`config.mk`:
```
export PLATFORM = sky130hd
export DESIGN_NAME = adi_init_mode_select
export DESIGN_NICKNAME = d
export VERILOG_FILES = /design/src/design/adi_pkg.sv /design/src/design/adi_init_mode_select.sv
export SDC_FILE = /design/constraint.sdc
export NUM_CORES = 1
export LEC_CHECK = 0
export ABC_AREA = 1
export BUFFER_PORTS_ARGS = -buffer_cell sky130_fd_sc_hd__buf_2
export CAP_MARGIN = 20
export CORE_MARGIN = 2
export CORE_UTILIZATION = 55
export CTS_BUF_LIST = sky130_fd_sc_hd__clkbuf_4 sky130_fd_sc_hd__clkbuf_8 sky130_fd_sc_hd__clkbuf_16
export DETAILED_ROUTE_END_ITERATION = 16
export PLACE_DENSITY = 0.76
export SYNTH_ARGS = -nofsm -noshare
export SYNTH_HDL_FRONTEND = slang
export SYNTH_SLANG_ARGS = --single-unit
```
`constraint.sdc`:
```
create_clock -name i_ref_clk -period 2 [get_ports i_ref_clk]
set_clock_uncertainty 0.1 [all_clocks]
set_input_delay 0.2 -clock i_ref_clk [delete_from_list [all_inputs] [get_ports i_ref_clk]]
set_output_delay 0.2 -clock i_ref_clk [all_outputs]
set_load 0.02 [all_outputs]
```
`src/design/adi_pkg.sv`:
```
// Package: configuration byte layout and mode encodings for drive init and mode select
package adi_pkg;
    // Configuration byte indices
    localparam logic [3:0] ADI_SIG0_IDX       = 4'h0;
    localparam logic [3:0] ADI_SIG1_IDX       = 4'h1;
    localparam logic [3:0] ADI_RST_OPT_IDX    = 4'h5;
    localparam logic [3:0] ADI_UDMA_CFG_IDX   = 4'h6;
    localparam logic [3:0] ADI_PIO_DMA_IDX    = 4'h7;
    // Signature values
    localparam logic [7:0] ADI_SIG0_VAL       = 8'h53;
    localparam logic [7:0] ADI_SIG1_VAL       = 8'h4b;
    // Field positions
    localparam int ADI_SRST_EN_BIT    = 1;
    localparam int ADI_SKIP_PIN_BIT   = 0;
    localparam int ADI_ATA_UDMA_BIT   = 7;
    localparam int ADI_ATAPI_UDMA_BIT = 6;
    localparam int ADI_UDMA4_BIT      = 4;
    localparam int ADI_UDMA3_BIT      = 3;
    localparam int ADI_UDMA2_BIT      = 2;
    localparam int ADI_MWDMA_BIT      = 2;
    localparam int ADI_PIO4_BIT       = 1;
    localparam int ADI_PIO3_BIT       = 0;
    // Reset values before a valid image is loaded
    localparam logic [7:0] ADI_RST_OPT_RST    = 8'h02;
    localparam logic [7:0] ADI_UDMA_CFG_RST   = 8'h00;
    localparam logic [7:0] ADI_PIO_DMA_RST    = 8'h00;
    // Hard reset pulse and software reset pulse, in ns, and derived cycles at 40 MHz
    localparam int ADI_CLK_PERIOD_NS  = 25;
    localparam int ADI_HRST_NS        = 25000;
    localparam int ADI_SRST_NS        = 5000;
    localparam int ADI_HRST_CYC       = (ADI_HRST_NS + ADI_CLK_PERIOD_NS - 1) / ADI_CLK_PERIOD_NS;
    localparam int ADI_SRST_CYC       = (ADI_SRST_NS + ADI_CLK_PERIOD_NS - 1) / ADI_CLK_PERIOD_NS;
    // Transfer protocol encoding
    typedef enum logic [1:0] {
        ADI_XFER_PIO   = 2'b00,
        ADI_XFER_MWDMA = 2'b01,
        ADI_XFER_UDMA  = 2'b10
    } adi_xfer_type;
    // Init sequencer states
    typedef enum logic [1:0] {
        ADI_ST_IDLE = 2'b00,
        ADI_ST_HRST = 2'b01,
        ADI_ST_SRST = 2'b10,
        ADI_ST_DONE = 2'b11
    } adi_state_type;
endpackage

```
`src/design/adi_init_mode_select.sv`:
```
// Drive reset sequencing and transfer mode selection from configuration bytes
`timescale 1ns/10ps
`default_nettype none

// Summary of operation
// - SRST enable bit one issues software reset during drive init; zero skips it.
// - Skip bit one: hard reset pin only on chip reset; zero: every reset.
// - Byte 6 bit 7 with ATA drive UDMA support selects UDMA.
// - Byte 6 bit 6 with ATAPI drive UDMA support selects UDMA.
// - UDMA field bits 4, 3, 2 enable UDMA modes 4, 3, 2.
// - Run highest UDMA mode enabled and supported; only modes 2 to 4.
// - Byte 7 bit 2 with drive support selects multiword DMA.
// - Bit 1 enables PIO 4, bit 0 PIO 3; highest supported wins.
module adi_init_mode_select #(
    parameter int HRST_CYCLES = adi_pkg::ADI_HRST_CYC,
    parameter int SRST_CYCLES = adi_pkg::ADI_SRST_CYC
) (
    // Clock and reset
    input  wire logic                 i_ref_clk,
    input  wire logic                 i_rst_n,
    // Configuration byte stream from the serial memory loader
    input  wire logic                 i_cfg_valid,
    input  wire logic [3:0]           i_cfg_addr,
    input  wire logic [7:0]           i_cfg_data,
    input  wire logic                 i_cfg_done,
    // Drive init request and drive capabilities
    input  wire logic                 i_init_req,
    input  wire logic                 i_drive_atapi,
    input  wire logic [6:0]           i_drive_udma_modes,
    input  wire logic                 i_drive_mwdma2,
    input  wire logic [1:0]           i_drive_pio_modes,
    // Drive reset controls
    output logic                      o_drive_hard_reset_n,
    output logic                      o_srst_req,
    output logic                      o_init_busy,
    // Selected transfer mode
    output adi_pkg::adi_xfer_type     o_xfer_type,
    output logic [2:0]                o_udma_mode,
    output logic [2:0]                o_pio_mode,
    output logic                      o_cfg_applied
);
    import adi_pkg::*;

    localparam int CW = 16;

    typedef struct packed {
        logic [7:0]    rst_opt;
        logic [7:0]    udma_cfg;
        logic [7:0]    pio_dma;
        logic          sig0_ok;
        logic          sig1_ok;
        logic          applied;
        logic          first;
        adi_state_type st;
        logic [CW-1:0] cnt;
        logic          hrst_n;
        logic          srst;
        logic          busy;
        adi_xfer_type  xfer;
        logic [2:0]    udma;
        logic [2:0]    pio;
    } adi_regs_type;

    adi_regs_type r_q;
    adi_regs_type r_d;
    logic         udma_ok;
    logic         do_hrst;

    ////////////////////////////////////////////////////////////////////////////
    // Next state
    always_comb begin
        r_d     = r_q;
        udma_ok = 1'b0;
        do_hrst = 1'b0;
        // Capture image bytes; option bytes are used as captured, and a bad signature at done restores their reset values
        if (i_cfg_valid) begin
            case (i_cfg_addr)
                ADI_SIG0_IDX:     r_d.sig0_ok  = (i_cfg_data == ADI_SIG0_VAL);
                ADI_SIG1_IDX:     r_d.sig1_ok  = (i_cfg_data == ADI_SIG1_VAL);
                ADI_RST_OPT_IDX:  r_d.rst_opt  = i_cfg_data;
                ADI_UDMA_CFG_IDX: r_d.udma_cfg = i_cfg_data;
                ADI_PIO_DMA_IDX:  r_d.pio_dma  = i_cfg_data;
                default:          r_d.applied  = r_q.applied;
            endcase
        end
        if (i_cfg_done) begin
            r_d.applied = r_q.sig0_ok && r_q.sig1_ok;
            if (!(r_q.sig0_ok && r_q.sig1_ok)) begin
                r_d.rst_opt  = ADI_RST_OPT_RST;
                r_d.udma_cfg = ADI_UDMA_CFG_RST;
                r_d.pio_dma  = ADI_PIO_DMA_RST;
            end
        end
        // Hard reset on chip reset always; otherwise only when not skipped
        do_hrst = r_q.first || !r_q.rst_opt[ADI_SKIP_PIN_BIT];
        // Reset sequencer; relies on the writer enabling one method
        case (r_q.st)
            ADI_ST_IDLE: begin
                if (i_init_req) begin
                    r_d.busy = 1'b1;
                    r_d.cnt  = '0;
                    if (do_hrst) begin
                        r_d.st     = ADI_ST_HRST;
                        r_d.hrst_n = 1'b0;
                    end else if (r_q.rst_opt[ADI_SRST_EN_BIT]) begin
                        r_d.st   = ADI_ST_SRST;
                        r_d.srst = 1'b1;
                    end else begin
                        r_d.st = ADI_ST_DONE;
                    end
                end
            end
            ADI_ST_HRST: begin
                r_d.cnt = r_q.cnt + 1'b1;
                if (r_q.cnt == CW'(HRST_CYCLES - 1)) begin
                    r_d.hrst_n = 1'b1;
                    r_d.first  = 1'b0;
                    r_d.cnt    = '0;
                    if (r_q.rst_opt[ADI_SRST_EN_BIT]) begin
                        r_d.st   = ADI_ST_SRST;
                        r_d.srst = 1'b1;
                    end else begin
                        r_d.st = ADI_ST_DONE;
                    end
                end
            end
            ADI_ST_SRST: begin
                r_d.cnt = r_q.cnt + 1'b1;
                if (r_q.cnt == CW'(SRST_CYCLES - 1)) begin
                    r_d.srst = 1'b0;
                    r_d.st   = ADI_ST_DONE;
                end
            end
            ADI_ST_DONE: begin
                r_d.busy = 1'b0;
                r_d.st   = ADI_ST_IDLE;
            end
            default: r_d.st = ADI_ST_IDLE;
        endcase
        // UDMA gated per drive class
        udma_ok = i_drive_atapi ? r_q.udma_cfg[ADI_ATAPI_UDMA_BIT]
                                : r_q.udma_cfg[ADI_ATA_UDMA_BIT];
        // Highest enabled and supported UDMA mode, 2..4 only
        r_d.udma = 3'd0;
        if (r_q.udma_cfg[ADI_UDMA4_BIT] && i_drive_udma_modes[4]) begin
            r_d.udma = 3'd4;
        end else if (r_q.udma_cfg[ADI_UDMA3_BIT] && i_drive_udma_modes[3]) begin
            r_d.udma = 3'd3;
        end else if (r_q.udma_cfg[ADI_UDMA2_BIT] && i_drive_udma_modes[2]) begin
            r_d.udma = 3'd2;
        end
        // Highest PIO; mode 0 needs no enable
        r_d.pio = 3'd0;
        if (r_q.pio_dma[ADI_PIO4_BIT] && i_drive_pio_modes[1]) begin
            r_d.pio = 3'd4;
        end else if (r_q.pio_dma[ADI_PIO3_BIT] && i_drive_pio_modes[0]) begin
            r_d.pio = 3'd3;
        end
        // Protocol preference UDMA, then multiword DMA, then PIO
        if (udma_ok && r_d.udma != 3'd0) begin
            r_d.xfer = ADI_XFER_UDMA;
        end else if (r_q.pio_dma[ADI_MWDMA_BIT] && i_drive_mwdma2) begin
            r_d.xfer = ADI_XFER_MWDMA;
        end else begin
            r_d.xfer = ADI_XFER_PIO;
        end
    end

    ////////////////////////////////////////////////////////////////////////////
    // State register; first marks the chip reset init
    always_ff @(posedge i_ref_clk) begin
        if (!i_rst_n) begin
            r_q          <= '0;
            r_q.rst_opt  <= ADI_RST_OPT_RST;
            r_q.first    <= 1'b1;
            r_q.hrst_n   <= 1'b1;
            r_q.st       <= ADI_ST_IDLE;
            r_q.xfer     <= ADI_XFER_PIO;
        end else begin
            r_q <= r_d;
        end
    end

    // Outputs straight from flops
    assign o_drive_hard_reset_n = r_q.hrst_n;
    assign o_srst_req           = r_q.srst;
    assign o_init_busy          = r_q.busy;
    assign o_xfer_type          = r_q.xfer;
    assign o_udma_mode          = r_q.udma;
    assign o_pio_mode           = r_q.pio;
    assign o_cfg_applied        = r_q.applied;
endmodule

`default_nettype wire

```
==> impl_metrics.ini, run 1 <==
[run_status]
status = finished clean

[placement]
dpl.hpwl_um = 3450
io_buffers = 35
pre_cts_ws_ps = 101
finalWeightedCongestion = 0.832
placedCellCount = 390

[final_layout]
layout_commonest_cell = nand2_1
most-common-layout-cells = nand2_1 (58), nor2_1 (44), dfxtp_1 (42), inv_1 (38), buf_2 (35)
syn2layout_area_growth_pct = 13.3
antenna_cells = 0
fin_cells = 398
drive_gt1_frac = 0.230
nFillCells = 354
finish.net_count = 380

[worst_setup_path]
path_max_fanout = 10
critPathLaunchType = flop
critPathArrivalTime_ps = 1990
r2r_cells = 7
path_class = flop to flop
cp_data_required_time_ps = 2130
reg2reg_slack_ps = 140
rr_startpoint = r_q[27]$_SDFFE_PN0P_
rr_endpoint = r_q[14]$_SDFFE_PN0P_
end_kind = flop

[drt]
top_layer_used = met4
wire_per_inst_um = 11.6
vias_per_cell = 5.02
m1WireLength_um = 2250
post-route-drc-count = 0
drt_pre_antenna_iters = 4
met3_length_um = 167
ant_nets = 0
vias = 1998
finalWirelength_um = 4610
wl_met2_um = 2160
drt_iter0_drc = 103

[floorplan]
dieArea_um2 = 4550
rows = 23
io_pins = 40
core_um2 = 3940
dieHeight_um = 67.4
die-width_um = 67.4
start_util = 0.561

[logic_synthesis]
syn_avg_cell_area_um2 = 7.11
synth.distinct_cells = 30
ys_seq_area_frac = 0.380
async_flop_share = 0
synth_edf_count = 0
synth.largest_area_cell = dfxtp_1
synthTopCellsByArea = dfxtp_1 (38%), nand2_1 (9.8%), nor2_1 (7.5%), inv_1 (6.4%), a21oi_1 (5.9%)
ys.flop_type = dfxtp_1
synthCells = 311
synth_area_um2 = 2210
synth_nets = 344
yosys_warnings = 0
yosys.area.top_type_share = 0.380
synth_seq_cells = 42

[global_routing]
antenna_found_initial = 0
grt_max_degree = 18
overflow = 0
grt_usage = 0.217
grt_pass1_wl_um = 7520
grt_pass1_vias = 1768

[power]
power.density_nw_per_um2 = 932
peakVddDrop_mv = 0.693
p_int_mw = 1.42
leakagePower_nw = 1.08
comb_power_share = 0.367
switching_share = 0.394
fin_total_pwr_mw = 2.34
clockPowerShare = 0.236
sequentialPowerShare = 0.398
switchingPower_mw = 0.921

[clocking]
cts_made_buffers = 5
post-cts-setup-buffers = 0
clk_pin_slew_ps = 80
cts_buffer_depth = 2
clock_latency_ps = 290
htree_num_levels = 2
cts.sinks = 42
root_buffer = clkbuf_8
cts_tree = built

[timing]
fin_crit_sh = 0.931
hold_ws_ps = 27.1
fin_setup_tns_ps = 0
rsz0062_at_grt = false
fmax_mhz = 537
setup_slack_ps = 137
maxSlewViolCount = 0
period_minus_slack_ps = 1860
timing_hold_violations_final = 0
worstMarginPinSlew_ps = 511
finalSetupViolCount = 0
max_slew_margin = 0.656

[hold_path]
worstHoldEndpoint = o_xfer_type[0]$_SDFF_PP0_
hp-class = input port to flop
min-delay-start = i_drive_mwdma2
whs_path_depth = 3

[flow_run]
cap_violations = 0
==> worst max-delay path by stage <==
| stage | from | end | depth (start not counted) |
|---|---|---|---|
| final | r_q[27]$_SDFFE_PN0P_ | r_q[14]$_SDFFE_PN0P_ | 7 |
| after global routing | r_q[27]$_SDFFE_PN0P_ | r_q[13]$_SDFFE_PN0P_ | 7 |
| after CTS | r_q[27]$_SDFFE_PN0P_ | r_q[14]$_SDFFE_PN0P_ | 7 |
| after detailed placement | r_q[27]$_SDFFE_PN0P_ | r_q[14]$_SDFFE_PN0P_ | 7 |
| after global placement | r_q[27]$_SDFFE_PN0P_ | r_q[19]$_SDFFE_PN0P_ | 8 |
| after floorplan | r_q[27]$_SDFFE_PN0P_ | r_q[22]$_SDFFE_PN0P_ | 9 |
==> synthesized netlist by cell type, types with 2 or more instances <==
library cell and instances:
nand3_1 15, nor2_1 44, nand2_4 4, inv_1 38, dfxtp_1 42, buf_4 8
nand2_2 6, ha_1 5, nor3_2 5, nand3_2 3, nor2_2 9, nand2_1 58
nor3_1 9, nor2_4 2, a21oi_1 26, o21ai_0 18, nand4_1 3, nor4_1 2
xor2_1 2, a211oi_1 2
==> final cells by class <==
type	count	area, um2	area share
Multi-Input combinational cell	220	1160	0.465
Timing Repair Buffer	38	198	0.0789
Inverter	40	150	0.0599
Clock inverter	3	21.3	0.00849
Clock buffer	5	68.8	0.0275
Sequential cell	42	841	0.335
Tap cell	50	62.6	0.0250
==> logic make-up after synthesis <==
kind of cell             after synthesis  synth area share
AO/OA/AOI/OAI                         51             0.131
XOR/XNOR                               2           0.00792
adder cells (fa/ha/maj)                5            0.0283
buffers and inverters                 49            0.0967
flip-flops                            42             0.380
AND/OR/NAND/NOR                      162             0.356
==> sequential cells by signal (all words and copies together) (netlist names) <==
| signal | count |
|---|---|
| r_q | 31 |
| o_udma_mode | 3 |
| o_pio_mode | 2 |
| o_xfer_type | 2 |
| o_cfg_applied | 1 |
| o_drive_hard_reset_n | 1 |
| o_init_busy | 1 |
| o_srst_req | 1 |
==> metal layers <==
| metal | track usage | vias up |
|---|---|---|
| met5 | 0 | - |
| met2 | 0.348 | 39 |
| li1 | - | 1062 |
| met4 | 0.0663 | 0 |
| met3 | 0.0450 | 4 |
| met1 | 0.294 | 893 |
==> power by group through the flow <==
stage	combinational [mW]	clock, mW	sequential, mW
after floorplan	0.582	0	0.974
after global placement	0.812	0	0.947
after detailed placement	0.828	0	0.949
after CTS	0.840	0.564	0.929
after global routing	0.947	0.603	0.939
final	0.857	0.551	0.929
==> critical path, stage by stage (launching register included) <==
cell and delay [ps]:
dfxtp_1 390, inv_1 90, ha_2 320, o21ai_4 360, inv_1 150, nand2_2 130, nand2_4 130, nor3_2 130
==> timing repair <==
action | in CTS | in global routing
gates resized for setup | 0 | 2
hold buffers | 0 | 0
setup endpoints to repair | 0 | 7
==> metrics by stage <==
stage	instance area (um2)	util
global route	2510	0.636
CTS	2500	0.634
finish	2510	0.636
global placement	2410	0.611
floorplan	2210	-
detailed placement	2410	0.611
Note: power is estimated with default switching activity, not from simulation.
==> inputs of run 2 (changes only) <==
--- a/config.mk
+++ b/config.mk
@@ -5,14 +5,13 @@
 export SDC_FILE = /design/constraint.sdc
 export NUM_CORES = 1
 export LEC_CHECK = 0
-export ABC_AREA = 1
 export BUFFER_PORTS_ARGS = -buffer_cell sky130_fd_sc_hd__buf_2
 export CAP_MARGIN = 20
 export CORE_MARGIN = 2
-export CORE_UTILIZATION = 55
+export CORE_UTILIZATION = 54
 export CTS_BUF_LIST = sky130_fd_sc_hd__clkbuf_4 sky130_fd_sc_hd__clkbuf_8 sky130_fd_sc_hd__clkbuf_16
 export DETAILED_ROUTE_END_ITERATION = 16
-export PLACE_DENSITY = 0.76
+export PLACE_DENSITY = 0.75
 export SYNTH_ARGS = -nofsm -noshare
 export SYNTH_HDL_FRONTEND = slang
 export SYNTH_SLANG_ARGS = --single-unit
==> run 2 against run 1 <==
  * The flow now finishes with violations (setup timing)
  * First-iteration DRC count up 18%
  * Synthesized cell count is 21% lower
  * Via count down 3.5%
  * Largest power group unchanged
  * Highest routed layer unchanged
==> impl_metrics.ini, run 2 <==
[hold_path]
hp-class = input port to flop
worstHoldEndpoint = o_udma_mode[0]$_SDFF_PN0_
whs_path_depth = 3
min-delay-start = i_drive_udma_modes[3]

[floorplan]
dieHeight_um = 66.2
dieArea_um2 = 4390
start_util = 0.567
rows = 22
die-width_um = 66.2
core_um2 = 3690
io_pins = 40

[worst_setup_path]
end_kind = flop
critPathLaunchType = flop
reg2reg_slack_ps = -9
rr_endpoint = r_q[20]$_SDFFE_PN0P_
path_max_fanout = 6
rr_startpoint = r_q[11]$_SDFFE_PN0P_
path_class = flop to flop
critPathArrivalTime_ps = 2130
cp_data_required_time_ps = 2120
r2r_cells = 6

[final_layout]
layout_commonest_cell = dfxtp_1
seqCellArea_um2 = 845
design_area_um2 = 2550
drive_gt1_frac = 0.261
nFillCells = 320
fin_cells = 347
largest_reg_flops = 31
multi_input_area_um2 = 1170
largest-register = r_q
most-common-layout-cells = dfxtp_1 (39), buf_2 (35), nand2_1 (33), nor2_1 (29), buf_4 (23)
finish.net_count = 331
syn2layout_area_growth_pct = 21.9
antenna_cells = 0

[timing]
worstMarginPinSlew_ps = 501
maxSlewViolCount = 0
fin_crit_sh = 1.00
rsz0062_at_grt = true
finalSetupViolCount = 1
timing_hold_violations_final = 0
max_slew_margin = 0.665
setup_slack_ps = -8.67
fmax_mhz = 498
period_minus_slack_ps = 2010

[logic_synthesis]
async_flop_share = 0
synthTopCellsByArea = dfxtp_1 (40%), mux2i_1 (7.2%), nand2_1 (5.9%), nor2_1 (5.2%), nand3_1 (4.8%)
synth.largest_area_cell = dfxtp_1
muxShareOfSynthArea = 0.0718
synth_top_family_by_area = simple AND/OR/NAND/NOR gates
synth.distinct_cells = 42
ys.flop_type = dfxtp_1
synth.most_common_cell = dfxtp_1
synth_nets = 280
synth_compound_area_frac = 0.106
yosys.area.top_type_share = 0.402
synth-adder-area-share = 0.0299
yosys_warnings = 0
syn_avg_cell_area_um2 = 8.46
ys_top_cells_by_count = dfxtp_1 (42), nand2_1 (33), nor2_1 (29), nand3_1 (20), mux2i_1 (15)
synth_edf_count = 0
synthSimpleGateAreaFrac = 0.312
synth_area_um2 = 2090
synth_xor_area_frac = 0.0251
synthCells = 247
ys_seq_area_frac = 0.402
synth_seq_cells = 42

[drt]
finalWirelength_um = 4710
post-route-drc-count = 0
drt_iter0_drc = 122
wire_per_inst_um = 13.6
ant_nets = 0
vias = 1929
vias_per_cell = 5.56
drt_pre_antenna_iters = 4

[power]
comb_power_share = 0.363
sequentialPowerShare = 0.394
switchingPower_mw = 0.793
switching_share = 0.345
power.density_nw_per_um2 = 902
p_int_mw = 1.51
peakVddDrop_mv = 0.427
clockPowerShare = 0.243
leakagePower_nw = 1.06

[global_routing]
overflow = 0
grt_usage = 0.231
antenna_found_initial = 0
grt_pass1_vias = 1767
grt_pass1_wl_um = 7800
grt_max_degree = 16

[placement]
dpl.hpwl_um = 3450
dpl_cell_area_um2 = 2360
placedCellCount = 332
io_buffers = 35
pre_cts_ws_ps = 25.3
finalWeightedCongestion = 0.843

[clocking]
htree_num_levels = 2
root_buffer = clkbuf_8
clk_pin_slew_ps = 80
cts_made_buffers = 5
cts_buffer_depth = 2
cts_tree = built
clock_latency_ps = 290
cts.sinks = 42

[run_status]
status = finished with violations
violations = setup timing

[flow_run]
cap_violations = 0
## run 2: cell count changes after synthesis, sizes merged, moves of 7 or more
cell,delta
o21ai,-12
inv,-33
a21oi,-18
mux2i,+15
nor2,-26
and3,+7
nand2,-35
nor3,-9
## run 2: through the flow
step	utilization	TNS [ps]	hold WS, ps	total power, mW
finish	0.691	-8.67	38.4	2.30
global route	0.691	-48.9	47.2	2.44
CTS	0.670	0	32.8	2.24
detailed placement	0.641	0	292	1.67
global placement	0.641	0	289	1.66
floorplan	-	0	192	1.41
## run 2: routing by layer
layer	track usage	vias to the layer above	wire, um
met5	0	-	0
met3	0.0426	12	180
met1	0.301	892	2220
met2	0.373	45	2200
li1	-	980	-
met4	0.102	0	101
## run 2: repair_timing
action,in CTS,in global routing
setup buffers,0,6
endpoints found under the setup margin,0,15
resized for setup,0,8
hold buffers,1,0
hold endpoints to repair,1,0
## run 2: worst max-delay path, cell delays in order (launching register included)
cell	delay, ps
dfxtp_2	340
ha_4	160
and4_4	200
and4_4	190
o31ai_4	330
or4b_1	470
a31oi_1	160
## run 2: layout make-up
cell class | count | area share
Inverter | 6 | 0.00884
Clock buffer | 6 | 0.0324
Tap cell | 48 | 0.0236
Timing Repair Buffer | 59 | 0.140
Clock inverter | 2 | 0.00491
Multi-Input combinational cell | 184 | 0.459
Sequential cell | 42 | 0.331
## run 2: cell families after synthesis
group,Yosys count
simple gates,125
mux,15
compound gates,33
xor+xnor,6
flops,42
buf+inv,21
fa+ha+maj,5
## run 2: worst max path at each step
stage	start	end	slack, ps	cells after the start
finish	r_q[11]$_SDFFE_PN0P_	r_q[20]$_SDFFE_PN0P_	-9	6
global route	r_q[11]$_SDFFE_PN0P_	r_q[20]$_SDFFE_PN0P_	-50	6
CTS	r_q[11]$_SDFFE_PN0P_	r_q[20]$_SDFFE_PN0P_	9	6
detailed placement	r_q[11]$_SDFFE_PN0P_	r_q[20]$_SDFFE_PN0P_	30	6
global placement	r_q[11]$_SDFFE_PN0P_	r_q[20]$_SDFFE_PN0P_	60	6
floorplan	r_q[11]$_SDFFE_PN0P_	r_q[20]$_SDFFE_PN0P_	100	6
## run 2: power groups by stage
| stage | Combinational [mW] | Clock [mW] | Sequential [mW] |
|---|---|---|---|
| after floorplan | 0.471 | 0 | 0.941 |
| after global placement | 0.738 | 0 | 0.917 |
| after detailed placement | 0.750 | 0 | 0.921 |
| after CTS | 0.760 | 0.574 | 0.901 |
| after global routing | 0.922 | 0.610 | 0.909 |
| final | 0.835 | 0.559 | 0.905 |
